==> src/hdl/pin_mux_pkg.sv <==
// Package with the function codes, line positions and reset values of the quad pin mux.
package pin_mux_pkg;

  // Number of channels and lines per channel.
  localparam int NUM_CHAN  = 4;
  localparam int NUM_LINES = 8;
  // Channels that own a synchronous serial engine.
  localparam int NUM_ENGINE_CHAN = 2;

  // Function selected on a channel.
  typedef enum logic [1:0] {
    FUNC_SERIAL   = 2'b00,
    FUNC_BITBANG  = 2'b01,
    FUNC_ENGINE   = 2'b10
  } func_e;

  // Bit-bang variant.
  typedef enum logic {
    BB_ASYNC = 1'b0,
    BB_SYNC  = 1'b1
  } bb_variant_e;

  // Line positions shared by all functions.
  localparam int LINE_TX_CLK   = 0;
  localparam int LINE_RX_DOUT  = 1;
  localparam int LINE_RTS_DIN  = 2;
  localparam int LINE_CTS_SEL  = 3;
  localparam int LINE_DTR_GP0  = 4;
  localparam int LINE_DSR_GP1  = 5;
  localparam int LINE_DCD_GP2  = 6;
  localparam int LINE_RI_GP3   = 7;
  localparam int GP_LOW        = 4;
  localparam int GP_WIDTH      = 4;

  // Serial mode output enable pattern: lines 0, 2, 4 driven; line 7 by option.
  localparam logic [7:0] SERIAL_OE = 8'h15;
  localparam logic [7:0] LINE7_BIT = 8'h80;
  // Engine mode fixed drivers: clock, data out, select.
  localparam logic [3:0] ENGINE_LOW_OE = 4'hb;

  // Reset values.
  localparam logic [7:0] RESET_LINES = 8'hff;
  localparam logic [7:0] RESET_OE    = 8'h00;
  localparam logic [1:0] RESET_SYNC  = 2'h0;

endpackage

==> src/hdl/chan_if.sv <==
// Interface carrying one channel's resolved line drive and sampled lines.
`timescale 1ns/1ps
`default_nettype none
interface chan_if;
  logic [7:0] line_out;  // Value to drive on each line.
  logic [7:0] line_oe;   // High where the line is driven.
  logic [7:0] line_in;   // Synchronised line levels.
  modport mux (output line_out, output line_oe, input line_in);
  modport pins (input line_out, input line_oe, output line_in);
endinterface
`default_nettype wire

==> src/hdl/line_sync.sv <==
// Two-flop synchroniser for one channel's eight line inputs.
`timescale 1ns/1ps
`default_nettype none
module line_sync (
  input  wire logic       clk,
  input  wire logic       srst,
  input  wire logic [7:0] raw_in,
  chan_if.pins            ch
);
  logic [7:0] stage1;       // First stage, read only by the second.
  logic [7:0] stage2;       // Second stage, safe to use.
  logic [7:0] next_stage1;
  logic [7:0] next_stage2;

  // Next values of the synchroniser stages; lines idle high.
  always_comb begin
    if (srst) begin
      next_stage1 = pin_mux_pkg::RESET_LINES;
      next_stage2 = pin_mux_pkg::RESET_LINES;
    end else begin
      next_stage1 = raw_in;
      next_stage2 = stage1;
    end
  end

  // Register the stages.
  always_ff @(posedge clk) begin
    stage1 <= next_stage1;
    stage2 <= next_stage2;
  end

  assign ch.line_in = stage2;
endmodule
`default_nettype wire

==> src/hdl/quad_channel_pin_function_mux.sv <==
// Top module: four-channel pin function multiplexer with wake logic.
// Each channel owns eight lines. Their role follows the function that the last
// setup command latched. Drives and enables are registered, so a new function
// reaches the pins one edge after the command is taken, without a glitch between.
// Pin levels pass a two-flop synchroniser and the decoded inputs add one flop.
// Limitation: an engine code on channels C and D is reported as given but drives
// the serial pattern, so software must not read engine behaviour from it there.
// Wake is edge armed: a ring line held low sends one resume request and must be
// released before another can follow. This keeps a stuck line from flooding the host.
// Serial outputs that are not driven carry a high level, except line seven, which carries the drive enable,
// so a stray enable would show the idle level of an active-low line rather than an asserted one.
`timescale 1ns/1ps
`default_nettype none
module quad_channel_pin_function_mux (
  input  wire logic        clk,
  input  wire logic        srst,
  // Function select per channel, two bits each; engine codes ignored on C and D.
  input  wire logic [7:0]  func_sel,
  // Setup command strobe applying func_sel and bb_sync_sel.
  input  wire logic        setup_cmd,
  // Bit-bang variant per channel, high for synchronous.
  input  wire logic [3:0]  bb_sync_sel,
  // Line seven option per channel from config store, high for transmit enable.
  input  wire logic [3:0]  line7_txen_cfg,
  // Wake configuration and bus state.
  input  wire logic        remote_wake_en,
  input  wire logic        pull_down_en,
  input  wire logic        bus_suspended,
  // Serial engine side, four channels; tx and rts in eight-bit bundles, dtr and drive enable one bit each.
  input  wire logic [31:0] ser_tx,
  input  wire logic [31:0] ser_rts_n,
  input  wire logic [3:0]  ser_dtr_n,
  input  wire logic [3:0]  rs485_drive_enable,
  // Bit-bang data and direction per channel.
  input  wire logic [31:0] bb_data_out,
  input  wire logic [31:0] bb_dir,
  // Synchronous engine side for channels A and B.
  input  wire logic [1:0]  engine_clock_out,
  input  wire logic [1:0]  engine_data_out,
  input  wire logic [1:0]  engine_select_out,
  input  wire logic [7:0]  engine_gp_out,
  input  wire logic [7:0]  engine_gp_dir,
  // Pins of the four channels.
  input  wire logic [7:0]  chan_a_lines_in,
  input  wire logic [7:0]  chan_b_lines_in,
  input  wire logic [7:0]  chan_c_lines_in,
  input  wire logic [7:0]  chan_d_lines_in,
  output logic [7:0]       chan_a_lines_out,
  output logic [7:0]       chan_b_lines_out,
  output logic [7:0]       chan_c_lines_out,
  output logic [7:0]       chan_d_lines_out,
  output logic [7:0]       chan_a_lines_oe,
  output logic [7:0]       chan_b_lines_oe,
  output logic [7:0]       chan_c_lines_oe,
  output logic [7:0]       chan_d_lines_oe,
  // Sampled lines returned to the channel logic.
  output logic [31:0]      lines_sampled,
  // Decoded serial inputs per channel, active low as on the pins.
  output logic [3:0]       ser_rx,
  output logic [3:0]       ser_cts_n,
  output logic [3:0]       ser_dsr_n,
  output logic [3:0]       carrier_detect_n,
  output logic [3:0]       ring_indicator_n,
  // Engine serial data input for channels A and B.
  output logic [1:0]       engine_data_in,
  // Active function and variant per channel.
  output logic [7:0]       func_active,
  output logic [3:0]       bb_sync_active,
  // Resume request toward the host controller, one-cycle pulse.
  output logic             resume_req
);
  // Raw pins gathered into one vector for the generate loop.
  logic [31:0] pins_raw;
  logic [31:0] pins_out;
  logic [31:0] pins_oe;
  logic [31:0] pins_sync;

  // Channel A sits in the low byte, as on every other 32-bit bundle of this block.
  assign pins_raw = {chan_d_lines_in, chan_c_lines_in, chan_b_lines_in, chan_a_lines_in};

  // Latched function and variant selection, changed only by a setup command or reset.
  logic [7:0] func_q;
  logic [3:0] bbsync_q;
  logic [7:0] next_func;
  logic [3:0] next_bbsync;

  // Registered pin drives and decoded inputs.
  logic [31:0] out_q;     // Line values on the pins.
  logic [31:0] oe_q;      // Line enables on the pins.
  logic [31:0] next_out;  // Next line values.
  logic [31:0] next_oe;   // Next line enables.
  logic [3:0]  rx_q;      // Receive line per channel.
  logic [3:0]  cts_q;     // Clear-to-send, low active.
  logic [3:0]  dsr_q;     // Data-set-ready, low active.
  logic [3:0]  dcd_q;     // Carrier detect, low active.
  logic [3:0]  ri_q;      // Ring indicator, low active.
  logic [3:0]  next_rx;   // Next receive line.
  logic [3:0]  next_cts;  // Next clear-to-send.
  logic [3:0]  next_dsr;  // Next data-set-ready.
  logic [3:0]  next_dcd;  // Next carrier detect.
  logic [3:0]  next_ri;   // Next ring indicator.
  logic [1:0]  din_q;     // Engine data input of A and B.
  logic [1:0]  next_din;  // Next engine data input.

  // Wake edge detection on ring indicator.
  logic        wake_armed;
  logic        next_wake_armed;
  logic        resume_q;
  logic        next_resume;
  logic        ring_low_any;

  // Per-channel combinational drive and decode from the generate loop.
  logic [7:0]  chan_out [4];
  logic [7:0]  chan_oe  [4];

  // One pass of the loop per channel; the engine branch takes effect only where allowed.
  genvar g;
  generate
    for (g = 0; g < pin_mux_pkg::NUM_CHAN; g++) begin : gen_chan
      chan_if ch ();
      logic [1:0] fsel;
      logic       engine_ok;

      // Each channel's lines pass two flops before anything reads them.
      line_sync u_sync (
        .clk    (clk),
        .srst   (srst),
        .raw_in (pins_raw[8*g +: 8]),
        .ch     (ch.pins)
      );

      // Only the first two channels may run the engine; others fall back to serial.
      assign fsel      = func_q[2*g +: 2];
      assign engine_ok = (g < pin_mux_pkg::NUM_ENGINE_CHAN);

      // Drive pattern for the selected function, same line order in each.
      always_comb begin
        ch.line_out = pin_mux_pkg::RESET_LINES;
        ch.line_oe  = pin_mux_pkg::RESET_OE;
        case (fsel)
          pin_mux_pkg::FUNC_BITBANG: begin
            // All eight lines are data; direction per bit, for both variants.
            ch.line_out = bb_data_out[8*g +: 8];
            ch.line_oe  = bb_dir[8*g +: 8];
          end
          pin_mux_pkg::FUNC_ENGINE: begin
            if (engine_ok) begin
              // Clock, data out and select are fixed outputs of the engine.
              // General-purpose lines take their direction from the engine, bit by bit.
              ch.line_out[pin_mux_pkg::LINE_TX_CLK]  = engine_clock_out[g % 2];
              ch.line_out[pin_mux_pkg::LINE_RX_DOUT] = engine_data_out[g % 2];
              ch.line_out[pin_mux_pkg::LINE_CTS_SEL] = engine_select_out[g % 2];
              ch.line_out[pin_mux_pkg::GP_LOW +: pin_mux_pkg::GP_WIDTH] = engine_gp_out[4*(g%2) +: 4];
              // Data-in line stays undriven.
              ch.line_oe  = {engine_gp_dir[4*(g%2) +: 4], pin_mux_pkg::ENGINE_LOW_OE};
            end else begin
              // A stray engine code on C or D is treated as serial.
              ch.line_out = {rs485_drive_enable[g], 2'h3, ser_dtr_n[g], 1'h1, ser_rts_n[8*g], 1'h1, ser_tx[8*g]};
              ch.line_oe  = pin_mux_pkg::SERIAL_OE | (line7_txen_cfg[g] ? pin_mux_pkg::LINE7_BIT : 8'h00);
            end
          end
          default: begin
            // Serial: tx, rts, dtr driven; rx, cts, dsr, dcd sampled.
            // Bit order: line seven, two idle inputs, dtr, cts idle, rts, rx idle, tx.
            ch.line_out = {rs485_drive_enable[g], 2'h3, ser_dtr_n[g], 1'h1, ser_rts_n[8*g], 1'h1, ser_tx[8*g]};
            // Line seven drives only when transmit enable was configured.
            ch.line_oe  = pin_mux_pkg::SERIAL_OE | (line7_txen_cfg[g] ? pin_mux_pkg::LINE7_BIT : 8'h00);
          end
        endcase
      end

      assign chan_out[g] = ch.line_out;
      assign chan_oe[g]  = ch.line_oe;
      assign pins_sync[8*g +: 8] = ch.line_in;
    end
  endgenerate

  // Flatten per-channel drives.
  // Channel A lands in the low byte so the pin ports slice the same way.
  always_comb begin
    pins_out = {chan_out[3], chan_out[2], chan_out[1], chan_out[0]};
    pins_oe  = {chan_oe[3], chan_oe[2], chan_oe[1], chan_oe[0]};
  end

  // Next function state: the setup command loads new selections.
  // Between commands the selection holds, so pins never change function on their own.
  always_comb begin
    next_func   = func_q;
    next_bbsync = bbsync_q;
    if (srst) begin
      next_func   = {4{pin_mux_pkg::FUNC_SERIAL}};
      next_bbsync = {4{pin_mux_pkg::BB_ASYNC}};
    end else if (setup_cmd) begin
      next_func   = func_sel;
      next_bbsync = bb_sync_sel;
    end
  end

  // Register function state.
  // This flop is the only state behind the function and variant outputs.
  always_ff @(posedge clk) begin
    func_q   <= next_func;
    bbsync_q <= next_bbsync;
  end

  // Ring is counted only on channels whose line seven is an input in serial use.
  // A bit-bang or engine line seven is data, and a low level there is no ring.
  // Transmit enable lines are skipped too, since the block drives them itself.
  always_comb begin
    ring_low_any = 1'b0;
    for (int i = 0; i < pin_mux_pkg::NUM_CHAN; i++) begin
      if (func_q[2*i +: 2] != pin_mux_pkg::FUNC_BITBANG && !line7_txen_cfg[i]
          && !(func_q[2*i +: 2] == pin_mux_pkg::FUNC_ENGINE && i < pin_mux_pkg::NUM_ENGINE_CHAN)
          && !pins_sync[8*i + pin_mux_pkg::LINE_RI_GP3]) begin
        ring_low_any = 1'b1;
      end
    end
  end

  // Next decode and drive registers; outputs come straight from these flops.
  // The decode ignores the function, so the user must pick the outputs that apply.
  // Reset forces released lines and idle inputs, so nothing is driven at power-up.
  always_comb begin
    next_out = pins_out;
    next_oe  = pins_oe;
    next_din = {pins_sync[8 + pin_mux_pkg::LINE_RTS_DIN], pins_sync[pin_mux_pkg::LINE_RTS_DIN]};
    for (int i = 0; i < pin_mux_pkg::NUM_CHAN; i++) begin
      next_rx[i]  = pins_sync[8*i + pin_mux_pkg::LINE_RX_DOUT];
      next_cts[i] = pins_sync[8*i + pin_mux_pkg::LINE_CTS_SEL];
      next_dsr[i] = pins_sync[8*i + pin_mux_pkg::LINE_DSR_GP1];
      next_dcd[i] = pins_sync[8*i + pin_mux_pkg::LINE_DCD_GP2];
      // Ring reads high when line seven is transmit enable, so it never looks active.
      next_ri[i]  = pins_sync[8*i + pin_mux_pkg::LINE_RI_GP3] | line7_txen_cfg[i];
    end
    if (srst) begin
      next_out = {4{pin_mux_pkg::RESET_LINES}};
      next_oe  = {4{pin_mux_pkg::RESET_OE}};
      next_din = pin_mux_pkg::RESET_SYNC;
      next_rx  = 4'hf;
      next_cts = 4'hf;
      next_dsr = 4'hf;
      next_dcd = 4'hf;
      next_ri  = 4'hf;
    end
  end

  // Register drives and decodes.
  // Registering the drives costs one cycle but keeps the pins free of glitches.
  always_ff @(posedge clk) begin
    out_q <= next_out;
    oe_q  <= next_oe;
    din_q <= next_din;
    rx_q  <= next_rx;
    cts_q <= next_cts;
    dsr_q <= next_dsr;
    dcd_q <= next_dcd;
    ri_q  <= next_ri;
  end

  // Wake: one pulse per ring assertion; arming again needs ring released,
  // so a held ring line cannot flood the host with resume requests.
  always_comb begin
    next_wake_armed = wake_armed;
    next_resume     = 1'b0;
    if (srst) begin
      // Lines reset high, so arming at reset cannot see a false ring edge.
      next_wake_armed = 1'b1;
    end else if (!ring_low_any) begin
      // Ring released: the next low level may wake again.
      next_wake_armed = 1'b1;
    end else if (wake_armed) begin
      // First cycle of a ring: disarm whether or not a request is sent.
      next_wake_armed = 1'b0;
      // Pull-down blocks wake even if the wake condition is met.
      next_resume = remote_wake_en && bus_suspended && !pull_down_en;
    end
  end

  // Register wake state.
  // The resume request is a flop output and lasts exactly one cycle.
  always_ff @(posedge clk) begin
    wake_armed <= next_wake_armed;
    resume_q   <= next_resume;
  end

  // Pin drives, one byte per channel.
  assign chan_a_lines_out = out_q[7:0];
  assign chan_b_lines_out = out_q[15:8];
  assign chan_c_lines_out = out_q[23:16];
  assign chan_d_lines_out = out_q[31:24];
  // Pin enables, high where the line is driven.
  assign chan_a_lines_oe  = oe_q[7:0];
  assign chan_b_lines_oe  = oe_q[15:8];
  assign chan_c_lines_oe  = oe_q[23:16];
  assign chan_d_lines_oe  = oe_q[31:24];
  // Synchronised pins and decoded serial inputs.
  assign lines_sampled    = pins_sync;
  assign ser_rx           = rx_q;
  assign ser_cts_n        = cts_q;
  assign ser_dsr_n        = dsr_q;
  assign carrier_detect_n = dcd_q;
  assign ring_indicator_n = ri_q;
  // Engine data input of the first two channels.
  assign engine_data_in   = din_q;
  // Latched selections and the wake request.
  assign func_active      = func_q;
  assign bb_sync_active   = bbsync_q;
  assign resume_req       = resume_q;
endmodule
`default_nettype wire

==> config.mk <==
export PLATFORM = sky130hd
export DESIGN_NAME = quad_channel_pin_function_mux
export DESIGN_NICKNAME = d
export VERILOG_FILES = /design/src/hdl/pin_mux_pkg.sv /design/src/hdl/chan_if.sv /design/src/hdl/line_sync.sv /design/src/hdl/quad_channel_pin_function_mux.sv
export SDC_FILE = /design/constraint.sdc
export NUM_CORES = 1
export LEC_CHECK = 0
export BUFFER_PORTS_ARGS = -buffer_cell sky130_fd_sc_hd__buf_2
export CAP_MARGIN = 5
export CORE_AREA = 3 3 132 134
export DETAILED_ROUTE_END_ITERATION = 12
export DIE_AREA = 0 0 135 137
export PLACE_DENSITY = 0.69
export SYNTH_ARGS = -nofsm -noshare
export SYNTH_HDL_FRONTEND = slang
export SYNTH_SLANG_ARGS = --single-unit
==> constraint.sdc <==
create_clock -name clk -period 2.8 [get_ports clk]
set_clock_uncertainty 0.2 [all_clocks]
set_input_delay 0.28 -clock clk [delete_from_list [all_inputs] [get_ports clk]]
set_output_delay 0.28 -clock clk [all_outputs]
set_load 0.01 [all_outputs]
# Yosys cells after proc, flatten, opt, wreduce, memory -nomap -nowiden
# Cells that the tools add are included.
# classes
n_eq_ne,10
muxes,17
bitwise_logic,8
reduce_logical,26
# ops
cell,n
8-bit 2-to-1 mux,8
8-bit one-hot mux with 2 select lines,4
1-bit logical AND,12
1-bit zero test,11
"2-bit by 1-bit == test with 1-bit output, second input constant",4
"2-bit by 1-bit != test with 1-bit output, second input constant",4
1-bit 2-to-1 mux,5
"2-bit == test, second input constant",2
1-bit inverter,4
1-bit OR,4
2-bit OR reduction,2
3-bit OR reduction,1
# totals
reg_bits,164
out_inout_bits,131
wordCells,83

# Depth between registers and ports, before layout
# depth
ltp_word,10
ltp_mapped,7
depth_no_buf,5

# Modules after synthesis
# From an unflattened synthesis, not the netlist that was laid out.
# unflattened
cells_unflattened,486
area_unflattened_um2,5444.0
# by_module_without_submodules
module,n_inst,cells_each,area_each_um2,seq_area_each_um2
quad_channel_pin_function_mux,1,354,3717.3,2001.9
line_sync,4,33,431.7,320.3

# Worst setup path after synthesis
# No wires, ideal clock.
# synth_timing
kind,reg2reg
from,"register func_q[2], in the netlist func_active[2]"
to,register out_q[11]
setup_time_ps,122
arrival_time_ps,1358
required_time_ps,2478
setup_slack_ps,1120
path_stages_with_launch,6
n_path_buf,1
period_less_slack_ps,1680
cell_sequence,dfxtp_1 inv_1 ha_1 or2_1 buf_6 a221o_1
# synth_between
elab_chain_len,2
elab_cells_between_ends,3
cone_classes,2 x eq/ne; 1 x mux
# synth_lines
element,line,rtl
start: declaration,quad_channel_pin_function_mux.sv:82,logic [7:0] func_q;
start signal: assignment,quad_channel_pin_function_mux.sv:202,func_q <= next_func;
2-bit == test or 2-bit by 1-bit == test with 1-bit output (tied branches),quad_channel_pin_function_mux.sv:140,case (fsel)
8-bit one-hot mux with 2 select lines (*),quad_channel_pin_function_mux.sv:140,
end signal: assignment,quad_channel_pin_function_mux.sv:250,out_q <= next_out;
end: declaration,quad_channel_pin_function_mux.sv:88,logic [31:0] out_q;
# Mark *: on every way between the ends. The rest lies on a longest branch, timed or not.
# A chain may end at the register's enable or synchronous reset.

# Worst setup path in the final report
# layout_timing
from,"register func_q[0], in the netlist func_active[0]"
to,register out_q[6]
# The elaborated chain is that of the path after synthesis.

==> results.toml <==
[status]
run_status = "finished, final reports clean"

[worst_setup_path]
timing.critical_path.required_ns = 2.90
critical_path.endpoint_type = "flop"
critPathLaunchType = "flop"
path_max_fanout = 13
critPathKind = "reg -> reg"
cp.arrival_ns = 2.54

[synthesis]
synth-seq-area-share = 0.6501
yosys_most_used_dff = "sky130_fd_sc_hd__dfxtp_1"
syn-num-nets = 672
syn-instance-count = 456
yosysMostFrequentCell = "sky130_fd_sc_hd__dfxtp_1"
count_of_flip_flops_with_a_built_in_enable_after_synthesis = 0
synth.yosys.warnings = 0
netlist_top_cells_count = "164 x sky130_fd_sc_hd__dfxtp_1, 80 x sky130_fd_sc_hd__or2_2, 50 x sky130_fd_sc_hd__nor2_1"
synthArstFlopShare = 0
synthDominantCellAreaShare = 0.6501
syn_avg_cell_area_um2 = 11.07
ys_types = 29
synthTopCellsByArea = "sky130_fd_sc_hd__dfxtp_1 65%, sky130_fd_sc_hd__or2_2 9.9%, sky130_fd_sc_hd__nor2_1 3.7%"
postSynthRegisterBits = 164
synth_top_area_cell = "sky130_fd_sc_hd__dfxtp_1"
synth.cell_area_um2 = 5050

[clocking]
clockBufferDepth = 2
cts_resized = 0
cts_root_buf = "sky130_fd_sc_hd__clkbuf_16"
post-cts-setup-buffers = 0
cts.sink_count = 164
cts.hold.buffers_added = 145
cts_tree = "built"
cts.reportedPaths.clkPinSlew_ns = 0.07
cts_inserted_buffers = 17
ctsHtreeMaxLevel = 4
worst_skew_pair_latency_ns = 0.42

[route]
route.detailed.vias_per_inst = 4.219
total_via_count_after_detailed_routing = 4708
drt-pass1-iter-count = 4
drt-total-wl_mm = 15.59
drc = 0
detail_route.wl_per_cell_um = 13.97
ant_nets = 0
drt_first_iter_violations = 144

[placed_design]
gp_routability_congestion = 0.7906
numPortBuffers = 286
dp_hpwl_mm = 9.766

[timing]
final.setup.tns_ns = 0
max_freq_mhz = 410.3
slew_viol_final = 0
finalWorstPathRequiredPeriod_ns = 2.437
relSlewSlack = 0.4877
rsz0062_at_grt = "no"
finalHoldViolations = 0
worst_slew_pin_tran_ns = 0.7684
final_worst_path_cycle_share = 0.8705
setup_viol_count_final = 0

[global_route]
grt_first_pass_wirelength_mm = 23.12
grt_max_degree = 92
antenna_found_initial = 2
first_global_vias = 4661
groute.usage.overall = 0.1609
grt-ovfl-total = 0

[pwr]
vdd_ir_drop_max_mv = 0.3763
power_density_nw_per_um2 = 638.1
total_power_mw = 5.561
power.static_leakage_nw = 3.894

[layout]
finalNetCount = 1098
area_taken_by_flip_flops_and_latches_um2 = 3283
multiInputGateArea_um2 = 1583
drive_gt1_frac = 0.4536
area_growth_pct = 72.57
fill_cells = 1386

[floorplan]
initial_utilization = 0.3078
num_io_pins = 343
row_count = 47
floorplan.die_area_um2 = 18500
coreArea_um2 = 16410
die_y_um = 137
die_w_um = 135

[flow_run]
timing.max_cap.violations = 0

[hold_path]
timing.hold.worst.class = "in -> reg"
==> cells by family after synthesis <==
group           Yosys count  synth area share
mux                      12           0.02379
fa+ha+maj                 4          0.009911
buf+inv                  35           0.03642
simple gates            195            0.2089
flops                   164            0.6501
compound gates           46           0.07086
==> metal layers <==
| metal | GRT usage | share of wire | up-vias |
|---|---|---|---|
| li1 | - | - | 2347 |
| met1 | 0.1762 | 0.39 | 2096 |
| met2 | 0.2796 | 0.49 | 224 |
| met3 | 0.06360 | 0.096 | 39 |
| met4 | 0.06495 | 0.022 | 2 |
| met5 | 0 | 0.00083 | - |
==> state kept, by name (all words and copies together), names as in the netlist <==
name,count
resume_req,1
ring_indicator_n,4
gen_chan.u_sync.ch.line_in,32
ser_dsr_n,4
wake_armed,1
ser_cts_n,4
ser_rx,4
func_active,8
out_q,32
bb_sync_active,4
oe_q,32
carrier_detect_n,4
engine_data_in,2
gen_chan.u_sync.stage1,32
==> final cells by class <==
class	instances	share of cell area
Antenna cell	1	0.0002871
Clock buffer	18	0.05039
Clock inverter	14	0.02053
Inverter	4	0.001723
Multi-Input combinational cell	257	0.1816
Sequential cell	164	0.3767
Tap cell	220	0.03159
Timing Repair Buffer	438	0.3371
==> per-stage QoR <==
| stage | std cells | setup slack, ns | util | area (µm²) | hold WS, ns |
|---|---|---|---|---|---|
| 2_1_floorplan | 456 | 1.120 | - | 5050 | 0.1823 |
| 3_3_place_gp | 938 | 0.8279 | 0.4049 | 6643 | 0.1908 |
| 3_5_place_dp | 938 | 0.7860 | 0.4049 | 6643 | 0.1923 |
| 4_1_cts | 1115 | 0.3592 | 0.5310 | 8712 | 0.001187 |
| 5_1_grt | 1115 | 0.2506 | 0.5310 | 8712 | 0.1031 |
| 6_report | 1116 | 0.3626 | 0.5312 | 8715 | 0.04967 |
==> worst max-delay path: stages, from the launching register on <==
cell                            delay (ns)
sky130_fd_sc_hd__dfxtp_1              0.36
sky130_fd_sc_hd__inv_1                0.06
sky130_fd_sc_hd__ha_1                 0.45
sky130_fd_sc_hd__or2_1                0.40
sky130_fd_sc_hd__a221o_1              0.29
sky130_fd_sc_hd__dlygate4sd3_1        0.56
==> where the power goes <==
part	internal (mW)	leakage, nW	switching (mW)
Clock	1.38	0.302	1.03
Combinational	0.382	2.24	0.277
Sequential	2.45	1.36	0.0360
Total	4.22	3.89	1.34
==> path summary, 6_finish.rpt <==
path                                      from                               end  slack [ns]  cells after the start
setup / recovery                func_active[0]                          out_q[6]        0.36                      5
hold reg to reg   gen_chan[1].u_sync.stage1[5]  gen_chan[1].u_sync.ch.line_in[5]        0.21                      1
hold / removal                      bb_dir[15]                          oe_q[15]        0.05                      3
setup reg to reg                func_active[0]                          out_q[6]        0.36                      5
==> cell usage in the layout, fill, tap and decap left out, drive strengths merged, types with 10 or more instances in the layout <==
| master | netlist | final |
|---|---|---|
| a22oi | 10 | 10 |
| or2 | 82 | 82 |
| dfxtp | 164 | 164 |
| mux2i | 12 | 12 |
| nor2 | 50 | 50 |
| nand2 | 20 | 20 |
| or3 | 12 | 12 |
| clkbuf | 11 | 18 |
| a21oi | 10 | 10 |
| inv | 4 | 14 |
| dlygate4sd3 | 0 | 145 |
| buf | 20 | 293 |
Power figures use the tool's default switching activity.
